===== src/phy_ctl_pkg.sv =====
// Purpose: shared constants and types of the PHY indicator and strap control block
// Assumes: 10 MHz core clock, registers reached by a plain strobe port
// Notes:   register indices double as port addresses
`default_nettype none
package phy_ctl_pkg;
    localparam int ADDR_W = 5;
    localparam int DATA_W = 16;
    localparam int PIN_W  = 16;
    localparam int IRQ_W  = 4;

    // ----------------------------------------
    // Register indices
    // ----------------------------------------
    localparam logic [ADDR_W-1:0] REG_BMCR     = 5'h00;
    localparam logic [ADDR_W-1:0] REG_PCSCFG   = 5'h17;
    localparam logic [ADDR_W-1:0] REG_BYPASS   = 5'h18;
    localparam logic [ADDR_W-1:0] REG_TENSTAT  = 5'h1B;
    localparam logic [ADDR_W-1:0] REG_IRQ_STAT = 5'h1C;
    localparam logic [ADDR_W-1:0] REG_IRQ_MASK = 5'h1D;
    localparam logic [ADDR_W-1:0] REG_PIN_STAT = 5'h1E;

    // ----------------------------------------
    // Field positions, masks and reset values
    // ----------------------------------------
    localparam int BMCR_PD      = 11;
    localparam int BMCR_ISO     = 10;
    localparam int CFG_POL_FDX  = 1;
    localparam int CFG_CLK_DIS  = 7;
    localparam int CFG_COL_LOCK = 11;
    localparam int CFG_REPEAT   = 12;
    localparam int BYP_4B5B     = 14;
    localparam int BYP_ALIGN    = 12;
    localparam int TEN_SERIAL   = 9;
    localparam logic [DATA_W-1:0] BMCR_MASK = 16'h0C00;
    localparam logic [DATA_W-1:0] CFG_MASK  = 16'h1882;
    localparam logic [DATA_W-1:0] BYP_MASK  = 16'h5000;
    localparam logic [DATA_W-1:0] TEN_MASK  = 16'h0200;
    localparam logic [DATA_W-1:0] CFG_RST   = 16'h0080;
    localparam int IRQ_LINK = 0;
    localparam int IRQ_COL  = 1;
    localparam int IRQ_LOCK = 2;
    localparam int IRQ_PD   = 3;

    // ----------------------------------------
    // Timing
    // ----------------------------------------
    localparam int CLK_PERIOD_NS   = 100;
    localparam int TICK_TIME_NS    = 1000000;
    localparam int TICK_CYCLES_DEF = TICK_TIME_NS / CLK_PERIOD_NS;
    localparam int STRETCH_TIME_MS = 40;
    localparam logic [5:0] STRETCH_TICKS = 6'(STRETCH_TIME_MS * 1000000 / TICK_TIME_NS);
    localparam logic [2:0] STRAP_SETTLE  = 3'h6;

    // ----------------------------------------
    // Types
    // ----------------------------------------
    typedef enum logic [1:0] {PATH_NIBBLE, PATH_SYMBOL, PATH_SERIAL} path_t;
    typedef enum logic {PH_SETTLE, PH_RUN} phase_t;

    typedef struct packed {
        logic [4:0] phy_addr;
        logic       isolate;
        logic       bp_align;
        logic       bp_4b5b;
        logic       serial;
        logic       mdc;
        logic       tx_clock_mode_strap_lo;
        logic       tx_clock_mode_strap_hi;
        logic       low_power_start_n;
        logic       repeater;
        logic       power_down_in;
        logic       loopback_in;
    } pins_t;

    typedef struct packed {
        logic rx_active;
        logic tx_active;
        logic collision;
        logic lock;
        logic link;
        logic full_duplex;
        logic speed_100;
        logic polarity_good;
    } phy_status_t;

    typedef struct packed {
        logic rx_activity_led_n;
        logic link_good_led_n;
        logic duplex_polarity_led_n;
        logic collision_lock_led_n;
    } leds_t;

    typedef struct packed {
        logic       speed_ten_out;
        logic       speed_hundred_out;
        logic       crs;
        logic       loop_100;
        logic       loop_10;
        logic       power_down;
        logic       lowest_power;
        logic       isolate;
        logic       tx_clk_is_output;
        logic       ref_clock_out_oe;
        path_t      path;
        logic [4:0] phy_addr;
    } mode_out_t;

    typedef struct packed {
        logic              wr;
        logic              rd;
        logic [ADDR_W-1:0] addr;
        logic [DATA_W-1:0] wdata;
    } bus_req_t;
endpackage
`default_nettype wire


===== src/phy_status_ctl.sv =====
// Purpose: indicator, speed, carrier sense, loopback, power-down and strap control of a PHY
// Assumes: pins are asynchronous; status inputs come from logic on clk_i
// Notes:   straps are captured a few cycles after reset release, once filtered
//
// What this block does
// - Receive LED driven low on receive activity and stretched to stay visible.
// - Link LED driven low while a valid link is detected.
// - Duplex LED shows full duplex at 100; at 10 polarity or duplex by config.
// - Collision LED shows stretched collisions or descrambler lock, chosen by config bit.
// - Loopback pin at 100 loops data inside the medium dependent block.
// - Loopback pin at 10 loops data through the ten meg encoder decoder.
// - Low-power start strap keeps low power until next reset or management clock toggle.
// - Power-down pin powers down everything but line impedance while high.
// - Software power-down bit in basic control also powers the device down.
// - Carrier sense is receive only with repeater or full duplex, else receive or transmit.
// - Repeater strap is captured into the configuration register at reset.
// - Speed outputs show ten or hundred megabit configuration.
// - Clock mode strap picks transmit clock direction and reference clock enable.
// - Clearing the clock disable bit enables the reference clock regardless of strap.
// - Reset latches all configuration straps including PHY address and mode straps.
// - At 100 the data path is nibble or five bit symbol.
// - At 10 the data path is nibble or single bit serial.
// - Isolate, bypass, serial, repeater and power-down are set by registers; PHY address, clock mode and low-power start come from straps only.
`timescale 1ns/1ps
`default_nettype none
module phy_status_ctl
    import phy_ctl_pkg::*;
#(
    parameter int TICK_CYCLES = phy_ctl_pkg::TICK_CYCLES_DEF
)(
    input  wire logic                      clk_i,
    input  wire logic                      reset_i,
    input  wire phy_ctl_pkg::pins_t        pins_i,
    input  wire phy_ctl_pkg::phy_status_t  status_i,
    input  wire phy_ctl_pkg::bus_req_t     bus_i,
    output logic [phy_ctl_pkg::DATA_W-1:0] rdata_o,
    output phy_ctl_pkg::leds_t             leds_o,
    output phy_ctl_pkg::leds_t             leds_oe_o,
    output phy_ctl_pkg::mode_out_t         mode_o,
    output logic                           irq_o
);
    import phy_ctl_pkg::*;

    typedef struct packed {
        logic [PIN_W-1:0]  s1;
        logic [PIN_W-1:0]  s2;
        logic [PIN_W-1:0]  s3;
        logic [PIN_W-1:0]  filt;
        phase_t            phase;
        logic [2:0]        settle;
        logic              tcm_hi;
        logic              tcm_lo;
        logic              low_power;
        logic              mdc_prev;
        logic [4:0]        phy_addr;
        logic [15:0]       tick_cnt;
        logic              tick;
        logic [5:0]        rx_cnt;
        logic [5:0]        col_cnt;
        logic              link_prev;
        logic              lock_prev;
        logic              col_prev;
        logic              pd_prev;
        logic [DATA_W-1:0] bmcr;
        logic [DATA_W-1:0] cfg_x;
        logic [DATA_W-1:0] bypass;
        logic [DATA_W-1:0] tenstat;
        logic [DATA_W-1:0] rdata;
        logic [IRQ_W-1:0]  irq_stat;
        logic [IRQ_W-1:0]  irq_mask;
        leds_t             led_on;
        mode_out_t         mo;
    } state_t;

    state_t           st_r;
    state_t           st_nxt;
    pins_t            pin_f;
    logic [DATA_W-1:0] cfg;
    logic             pd_now;
    logic             col_src;
    logic [IRQ_W-1:0] ev;
    logic [IRQ_W-1:0] clr;
    logic             wr_hit;

    assign pin_f = pins_t'(st_r.filt);
    // Bits set in CFG_RST held inverted so that an all-zero reset gives the documented default
    assign cfg   = st_r.cfg_x ^ CFG_RST;

    always_comb
    begin
        st_nxt = st_r;
        // --------------------------------
        // Pin synchronisers and filter
        // --------------------------------
        st_nxt.s1   = pins_i;
        st_nxt.s2   = st_r.s1;
        st_nxt.s3   = st_r.s2;
        st_nxt.filt = (st_r.s2 & st_r.s3) | (st_r.filt & (st_r.s2 ^ st_r.s3));

        // --------------------------------
        // Millisecond tick for stretchers
        // --------------------------------
        st_nxt.tick = 1'b0;
        if (st_r.tick_cnt == 16'(TICK_CYCLES - 1))
        begin
            st_nxt.tick_cnt = '0;
            st_nxt.tick     = 1'b1;
        end
        else
        begin
            st_nxt.tick_cnt = st_r.tick_cnt + 16'h0001;
        end

        // --------------------------------
        // Strap capture and low-power start
        // --------------------------------
        unique case (st_r.phase)
            PH_SETTLE:
            begin
                // Waits for the filter to hold true pin levels before latching
                if (st_r.settle == STRAP_SETTLE - 3'h1)
                begin
                    st_nxt.phase              = PH_RUN;
                    st_nxt.cfg_x[CFG_REPEAT]  = pin_f.repeater ^ CFG_RST[CFG_REPEAT];
                    st_nxt.bmcr[BMCR_ISO]     = pin_f.isolate;
                    st_nxt.bypass[BYP_4B5B]   = pin_f.bp_4b5b;
                    st_nxt.bypass[BYP_ALIGN]  = pin_f.bp_align;
                    st_nxt.tenstat[TEN_SERIAL] = pin_f.serial;
                    st_nxt.phy_addr           = pin_f.phy_addr;
                    st_nxt.tcm_hi             = pin_f.tx_clock_mode_strap_hi;
                    st_nxt.tcm_lo             = pin_f.tx_clock_mode_strap_lo;
                    st_nxt.low_power          = ~pin_f.low_power_start_n;
                    st_nxt.mdc_prev           = pin_f.mdc;
                end
                else
                begin
                    st_nxt.settle = st_r.settle + 3'h1;
                end
            end
            PH_RUN:
            begin
                st_nxt.mdc_prev = pin_f.mdc;
                if (pin_f.mdc != st_r.mdc_prev)
                begin
                    st_nxt.low_power = 1'b0;
                end
            end
        endcase

        // --------------------------------
        // Register writes
        // --------------------------------
        clr = '0;
        if (bus_i.wr)
        begin
            unique case (bus_i.addr)
                REG_BMCR:     st_nxt.bmcr    = bus_i.wdata & BMCR_MASK;
                REG_PCSCFG:   st_nxt.cfg_x   = (bus_i.wdata & CFG_MASK) ^ CFG_RST;
                REG_BYPASS:   st_nxt.bypass  = bus_i.wdata & BYP_MASK;
                REG_TENSTAT:  st_nxt.tenstat = bus_i.wdata & TEN_MASK;
                REG_IRQ_MASK: st_nxt.irq_mask = bus_i.wdata[IRQ_W-1:0];
                REG_IRQ_STAT: clr = bus_i.wdata[IRQ_W-1:0];
                default:      clr = '0;
            endcase
        end

        // --------------------------------
        // Events and sticky status
        // --------------------------------
        pd_now  = pin_f.power_down_in | st_r.low_power | st_r.bmcr[BMCR_PD];
        col_src = status_i.collision;
        ev[IRQ_LINK] = status_i.link ^ st_r.link_prev;
        ev[IRQ_COL]  = status_i.collision & ~st_r.col_prev;
        ev[IRQ_LOCK] = status_i.lock ^ st_r.lock_prev;
        ev[IRQ_PD]   = (pd_now ^ st_r.pd_prev) & (st_r.phase == PH_RUN);
        st_nxt.link_prev = status_i.link;
        st_nxt.col_prev  = status_i.collision;
        st_nxt.lock_prev = status_i.lock;
        st_nxt.pd_prev   = pd_now;
        // A new event outranks a clear in the same cycle
        st_nxt.irq_stat = (st_r.irq_stat & ~clr) | ev;

        // --------------------------------
        // Register reads
        // --------------------------------
        st_nxt.rdata = '0;
        if (bus_i.rd)
        begin
            unique case (bus_i.addr)
                REG_BMCR:     st_nxt.rdata = st_r.bmcr;
                REG_PCSCFG:   st_nxt.rdata = cfg;
                REG_BYPASS:   st_nxt.rdata = st_r.bypass;
                REG_TENSTAT:  st_nxt.rdata = st_r.tenstat;
                REG_IRQ_STAT: st_nxt.rdata = {12'h000, st_r.irq_stat};
                REG_IRQ_MASK: st_nxt.rdata = {12'h000, st_r.irq_mask};
                REG_PIN_STAT: st_nxt.rdata = {5'h00, st_r.phy_addr, st_r.tcm_hi, st_r.tcm_lo,
                                              st_r.low_power, pd_now, status_i.speed_100,
                                              st_r.phase == PH_RUN};
                default:      st_nxt.rdata = '0;
            endcase
        end

        // --------------------------------
        // Pulse stretchers
        // --------------------------------
        if (status_i.rx_active)
            st_nxt.rx_cnt = STRETCH_TICKS;
        else if (st_r.tick && st_r.rx_cnt != 6'h00)
            st_nxt.rx_cnt = st_r.rx_cnt - 6'h01;
        if (col_src)
            st_nxt.col_cnt = STRETCH_TICKS;
        else if (st_r.tick && st_r.col_cnt != 6'h00)
            st_nxt.col_cnt = st_r.col_cnt - 6'h01;

        // --------------------------------
        // Indicators
        // --------------------------------
        st_nxt.led_on.rx_activity_led_n = status_i.rx_active | (st_r.rx_cnt != 6'h00);
        st_nxt.led_on.link_good_led_n   = status_i.link;
        if (status_i.speed_100)
            st_nxt.led_on.duplex_polarity_led_n = status_i.full_duplex;
        else if (cfg[CFG_POL_FDX])
            st_nxt.led_on.duplex_polarity_led_n = status_i.full_duplex;
        else
            st_nxt.led_on.duplex_polarity_led_n = status_i.polarity_good;
        if (cfg[CFG_COL_LOCK])
            st_nxt.led_on.collision_lock_led_n = status_i.lock;
        else
            st_nxt.led_on.collision_lock_led_n = col_src | (st_r.col_cnt != 6'h00);

        // --------------------------------
        // Mode outputs
        // --------------------------------
        st_nxt.mo.speed_ten_out     = ~status_i.speed_100;
        st_nxt.mo.speed_hundred_out = status_i.speed_100;
        st_nxt.mo.crs = status_i.rx_active | (status_i.tx_active & ~cfg[CFG_REPEAT]
                        & ~status_i.full_duplex);
        st_nxt.mo.loop_100 = pin_f.loopback_in & status_i.speed_100;
        st_nxt.mo.loop_10  = pin_f.loopback_in & ~status_i.speed_100;
        st_nxt.mo.power_down   = pd_now;
        // The software bit leaves more running, so it does not reach the deepest state
        st_nxt.mo.lowest_power = pin_f.power_down_in | st_r.low_power;
        st_nxt.mo.isolate      = st_r.bmcr[BMCR_ISO];
        st_nxt.mo.tx_clk_is_output = st_r.tcm_lo & ~st_r.tcm_hi;
        st_nxt.mo.ref_clock_out_oe = (st_r.tcm_hi & ~st_r.tcm_lo) | ~cfg[CFG_CLK_DIS];
        if (status_i.speed_100)
            st_nxt.mo.path = (st_r.bypass[BYP_4B5B] | st_r.bypass[BYP_ALIGN])
                             ? PATH_SYMBOL : PATH_NIBBLE;
        else
            st_nxt.mo.path = st_r.tenstat[TEN_SERIAL] ? PATH_SERIAL : PATH_NIBBLE;
        st_nxt.mo.phy_addr = st_r.phy_addr;
        if (st_r.phase == PH_SETTLE)
            st_nxt.mo = '0;
    end

    always_ff @(posedge clk_i or posedge reset_i)
    begin
        if (reset_i)
            st_r <= '0;
        else
            st_r <= st_nxt;
    end

    assign rdata_o   = st_r.rdata;
    assign leds_o    = ~st_r.led_on;
    assign leds_oe_o = st_r.led_on;
    assign mode_o    = st_r.mo;
    assign irq_o     = |(st_r.irq_stat & st_r.irq_mask);

    assign wr_hit = bus_i.wr && bus_i.addr == REG_BMCR && bus_i.wdata[BMCR_PD];
endmodule // phy_status_ctl
`default_nettype wire


===== config.mk =====
export PLATFORM = sky130hd
export DESIGN_NAME = phy_status_ctl
export DESIGN_NICKNAME = d
export VERILOG_FILES = /design/src/phy_ctl_pkg.sv /design/src/phy_status_ctl.sv
export SDC_FILE = /design/constraint.sdc
export NUM_CORES = 1
export LEC_CHECK = 0
export ABC_AREA = 1
export ABC_CLOCK_PERIOD_IN_PS = 9800
export BUFFER_PORTS_ARGS = -buffer_cell sky130_fd_sc_hd__buf_4
export CORE_MARGIN = 2
export CORE_UTILIZATION = 55
export CTS_BUF_LIST = sky130_fd_sc_hd__clkbuf_4 sky130_fd_sc_hd__clkbuf_8
export CTS_CLUSTER_SIZE = 40
export DETAILED_ROUTE_END_ITERATION = 8
export GPL_TIMING_DRIVEN = 0
export HOLD_SLACK_MARGIN = 0.05
export MAX_ROUTING_LAYER = met4
export PLACE_DENSITY = 0.78
export SYNTH_ARGS = -nofsm -noshare
export SYNTH_HDL_FRONTEND = slang
export SYNTH_SLANG_ARGS = --single-unit
export TNS_END_PERCENT = 100

===== constraint.sdc =====
create_clock -name clk_i -period 9.8 [get_ports clk_i]
set_input_delay 1.96 -clock clk_i [delete_from_list [all_inputs] [get_ports clk_i]]
set_output_delay 1.96 -clock clk_i [all_outputs]
set_load 0.01 [all_outputs]

==> flow_results.org <==
** Finish
- At the end of the flow the core is filled with cells to 0.666.
- From synthesis to final layout, the design area changed by 18.7%.
- 0 antenna diodes ended up in the layout.
- Of the cells placed in the final design, the portion with a size suffix greater than 1 is 0.240.
- Number of non-filler instances in the completed layout :: 931
- Nets@finish :: 843

** Die
- The initialized floorplan defines 40 standard-cell rows.
- The die covers 13,000 um2.
- The initial utilization of the core area, before any placement, comes to 0.561.
- In this run the count of I/O pins placed on the die edge is 91.
- Core area :: 11,900 um2
- Width of the die :: 114 um
- From bottom edge to top edge, the die measures 114 um.

** Place
- After detailed placement, the design holds a cell count of 899.
- Input and output buffers added on the ports amount to 81.
- Setup slack at placement :: 6.75 ns
- Gp weighted congestion :: 0.862
- Detailed placement ended at an HPWL of 9.07 mm.

** Yosys
- Instance count of the mapped netlist :: 669
- A synthesized cell averages 9.99 um2.
- Cell accounting for the most synthesized area :: sky130_fd_sc_hd__dfrtp_1
- Of the total synthesized cell area, the portion taken by XOR and XNOR cells is 0.0144.
- Portion of netlist area occupied by mux cells :: 0.00674
- Area share of the largest cell type after synthesis :: 0.603
- Adder-cell share of the synthesized area :: 0.0431
- For this run, the register share of the synthesized area comes to 0.603.
- Synthesis inferred 161 register bits.
- Synth Warn # :: 0
- For this run, the leading register cell type out of synthesis is sky130_fd_sc_hd__dfrtp_1.
- Yosys mapped the design onto 34 distinct sky130hd cell types.
- Post-synth EDFFs :: 0
- Sorting the synthesized cells by area gives the leading types as sky130_fd_sc_hd__dfrtp_1, sky130_fd_sc_hd__nand2_1, sky130_fd_sc_hd__ha_1, sky130_fd_sc_hd__buf_4, sky130_fd_sc_hd__inv_1.
- Share of flip-flops with an asynchronous set or reset after synthesis :: 1.00
- Main combinational cell family by area after synthesis :: simple AND/OR/NAND/NOR gates
- Post-synthesis instance area :: 6680 um2
- Of the total synthesized cell area, the portion taken by AND, OR, NAND and NOR gates is 0.194.
- Area fraction in compound gates after synthesis :: 0.0481

** STA
- The hold violation count in the final report is 0.
- For the pin with the worst max-slew slack, the measured transition is 0.643 ns.
- Setup violations remaining at the end of the flow were counted as 0.
- Measured against its own limit, the worst slew margin works out to 0.571.
- The max-slew violation count came to 0.
- Setup total negative slack :: 0 ns
- Subtracting the final worst setup slack from the clock period gives 3.21 ns.
- Clock skew on the completed layout was measured at 0.00823 ns.
- Worst-case setup margin in the final layout :: 6.59 ns
- Of the available clock period, the critical path in the final layout requires 0.328.
- Fmax :: 311 MHz
- Setup repair after global routing left no endpoint under its margin.

** Detailed routing
- Dividing the detail-routed wire length by the instance count gives 13.3 um.
- In this run, the number of DRC markers left after iteration 0 of detailed routing was 292.
- Using the TritonRoute via totals, the vias-per-cell ratio works out to 5.03.
- After detailed routing, the total wire length is 12.4 mm.
- Count of nets left with antenna violations after detail routing :: 0
- The first detailed-routing pass took 5 iterations.
- Drt drc :: 0
- The detailed router placed 4,684 vias in this run.

** Critical path
- Data on the critical path arrives at its endpoint at 1.25 ns.
- Reg2reg setup slack :: 8.26 ns
- Type of element capturing the critical path :: primary output
- Tracing the worst setup path back leads to its startpoint at st_r[26].
- FF-to-FF Start :: st_r[113]
- Worst flop-to-flop path endpoint :: st_r[118]
- The worst setup path is launched from a flip-flop.
- Measured in cells, the most critical reg-to-reg path has a length of 7.
- Critical path data required time :: 7.84 ns
- In this run the worst setup path terminates at irq_o.
- The critical path is of the reg -> out type.
- Critical path peak fanout :: 3

** Clocking
- The tree is rooted in a sky130_fd_sc_hd__clkbuf_8.
- The tree built by TritonCTS fans out to 161 sinks.
- Clock H-tree levels :: 4
- Postcts setup bufs :: 0
- Buffers inserted to repair hold after CTS numbered 0.
- Clock latency of the later-clocked register in the worst-skew pair :: 0.45 ns
- TritonCTS built the clock tree.
- Resized Gates After CTS :: 0
- Clock-pin slew was measured on the worst setup and hold paths at 0.08 ns.
- Bufs on Longest Clock Path :: 2
- Clock buffers created by TritonCTS :: 17

** GRT
- The number of antenna violations at the first check in global routing came to 0.
- Summed over all layers, the global routing overflow is 0.
- First-pass GRT wire length :: 21.4 mm
- Entering global routing, the biggest net connects 91 pins.
- In the global route stage, overall resource usage came out at 0.216.
- Number of global-route vias before repair :: 4,763

** Job
- Across the run, the number of max-cap violations was 0.

** Outcome
- Run status :: completed

** Power
- In this run the static leakage power is 4.22 nW.
- Worst VDD drop :: 0.000102 V
- Pwr per Cell Area :: 180 nW/um2
- Design Power :: 1.43 mW

** Hold path
- Hold Crit Class :: reg -> reg
[cells by family after synthesis]
logic type | Yosys count
flops | 161
mux | 4
fa+ha+maj | 23
buf+inv | 119
compound gates | 55
other cells | 1
xor+xnor | 11
simple gates | 295
[critical path, cell delays in order, from the launching register on]
cell and delay (ns):
sky130_fd_sc_hd__dfrtp_1 0.43, sky130_fd_sc_hd__nand2_1 0.10, sky130_fd_sc_hd__o2111ai_1 0.12, sky130_fd_sc_hd__buf_4 0.16
[per-stage QoR]
stage	instance area, um2	hold slack, ns
6_report	7930	0.352
5_1_grt	7930	0.361
4_1_cts	7930	0.355
3_5_place_dp	7510	0.335
3_3_place_gp	7480	0.332
2_1_floorplan	6680	0.331
[layout make-up]
type                            instances  area [um2]
Clock buffer                           20         275
Clock inverter                         12         146
Sequential cell                       161        4030
Tap cell                              147         184
Inverter                               75         287
Timing Repair Buffer                   82         636
Buffer                                 44         319
Fill cell                             926        3980
Multi-Input combinational cell        390        2050
[synthesized netlist by cell type (8+ instances only)]
| master | n |
|---|---|
| sky130_fd_sc_hd__nand2_1 | 154 |
| sky130_fd_sc_hd__nor2_1 | 62 |
| sky130_fd_sc_hd__inv_2 | 11 |
| sky130_fd_sc_hd__nand3_1 | 44 |
| sky130_fd_sc_hd__ha_1 | 23 |
| sky130_fd_sc_hd__a21o_1 | 16 |
| sky130_fd_sc_hd__o21ai_1 | 18 |
| sky130_fd_sc_hd__nand4_1 | 8 |
| sky130_fd_sc_hd__dfrtp_1 | 161 |
| sky130_fd_sc_hd__inv_1 | 64 |
| sky130_fd_sc_hd__a21oi_1 | 15 |
| sky130_fd_sc_hd__buf_4 | 38 |
[routing by layer]
layer	wire (um)	vias to the layer above	share of wire	global-route usage
met3	580	24	0.047	0.0476
met5	0	-	0	-
met4	284	0	0.023	0.0911
met2	6270	138	0.51	0.355
li1	-	2278	-	-
met1	5240	2244	0.42	0.260
[worst min-delay path by stage]
stage / from / endpoint / slack, ns / cells after the start
final: st_nxt[200] / st_nxt[184] / 0.35 / 0
after CTS: st_nxt[193] / st_nxt[177] / 0.35 / 0
after floorplan: st_nxt[187] / st_nxt[171] / 0.33 / 0
after global placement: st_nxt[197] / st_nxt[181] / 0.33 / 0
after detailed placement: st_nxt[193] / st_nxt[177] / 0.33 / 0
after global routing: st_nxt[196] / st_nxt[180] / 0.36 / 0
[power breakdown]
group | internal (mW) | switching, mW
Clock | 0.252 | 0.250
Sequential | 0.716 | 0.0339
Combinational | 0.0833 | 0.0945
Total | 1.05 | 0.378
[layout by cell type (no fill, tap or decap), drive strengths merged]
master | netlist | final
dfrtp | 161 | 161
nand2 | 159 | 159
buf | 42 | 124
inv | 75 | 79
nor2 | 72 | 72
nand3 | 44 | 44
ha | 23 | 23
clkbuf | 2 | 22
o21ai | 22 | 22
a21o | 16 | 16
a21oi | 15 | 15
nand4 | 8 | 8
xor2 | 7 | 7
nor3 | 5 | 5
nand3b | 4 | 4
xnor2 | 4 | 4
mux2 | 4 | 4
clkinvlp | 0 | 3
clkinv | 0 | 3
or2 | 2 | 2
conb | 1 | 2
bufinv | 0 | 2
or3b | 1 | 1
o21bai | 1 | 1
o2111ai | 1 | 1
[sequential cells by signal, indices dropped and copies added (netlist names)]
name,flops
cfg,3
leds_oe_o,4
mode_o,17
pin_f,16
rdata_o,14
st_nxt,32
st_r,75
(Power assumes the default switching activity.)
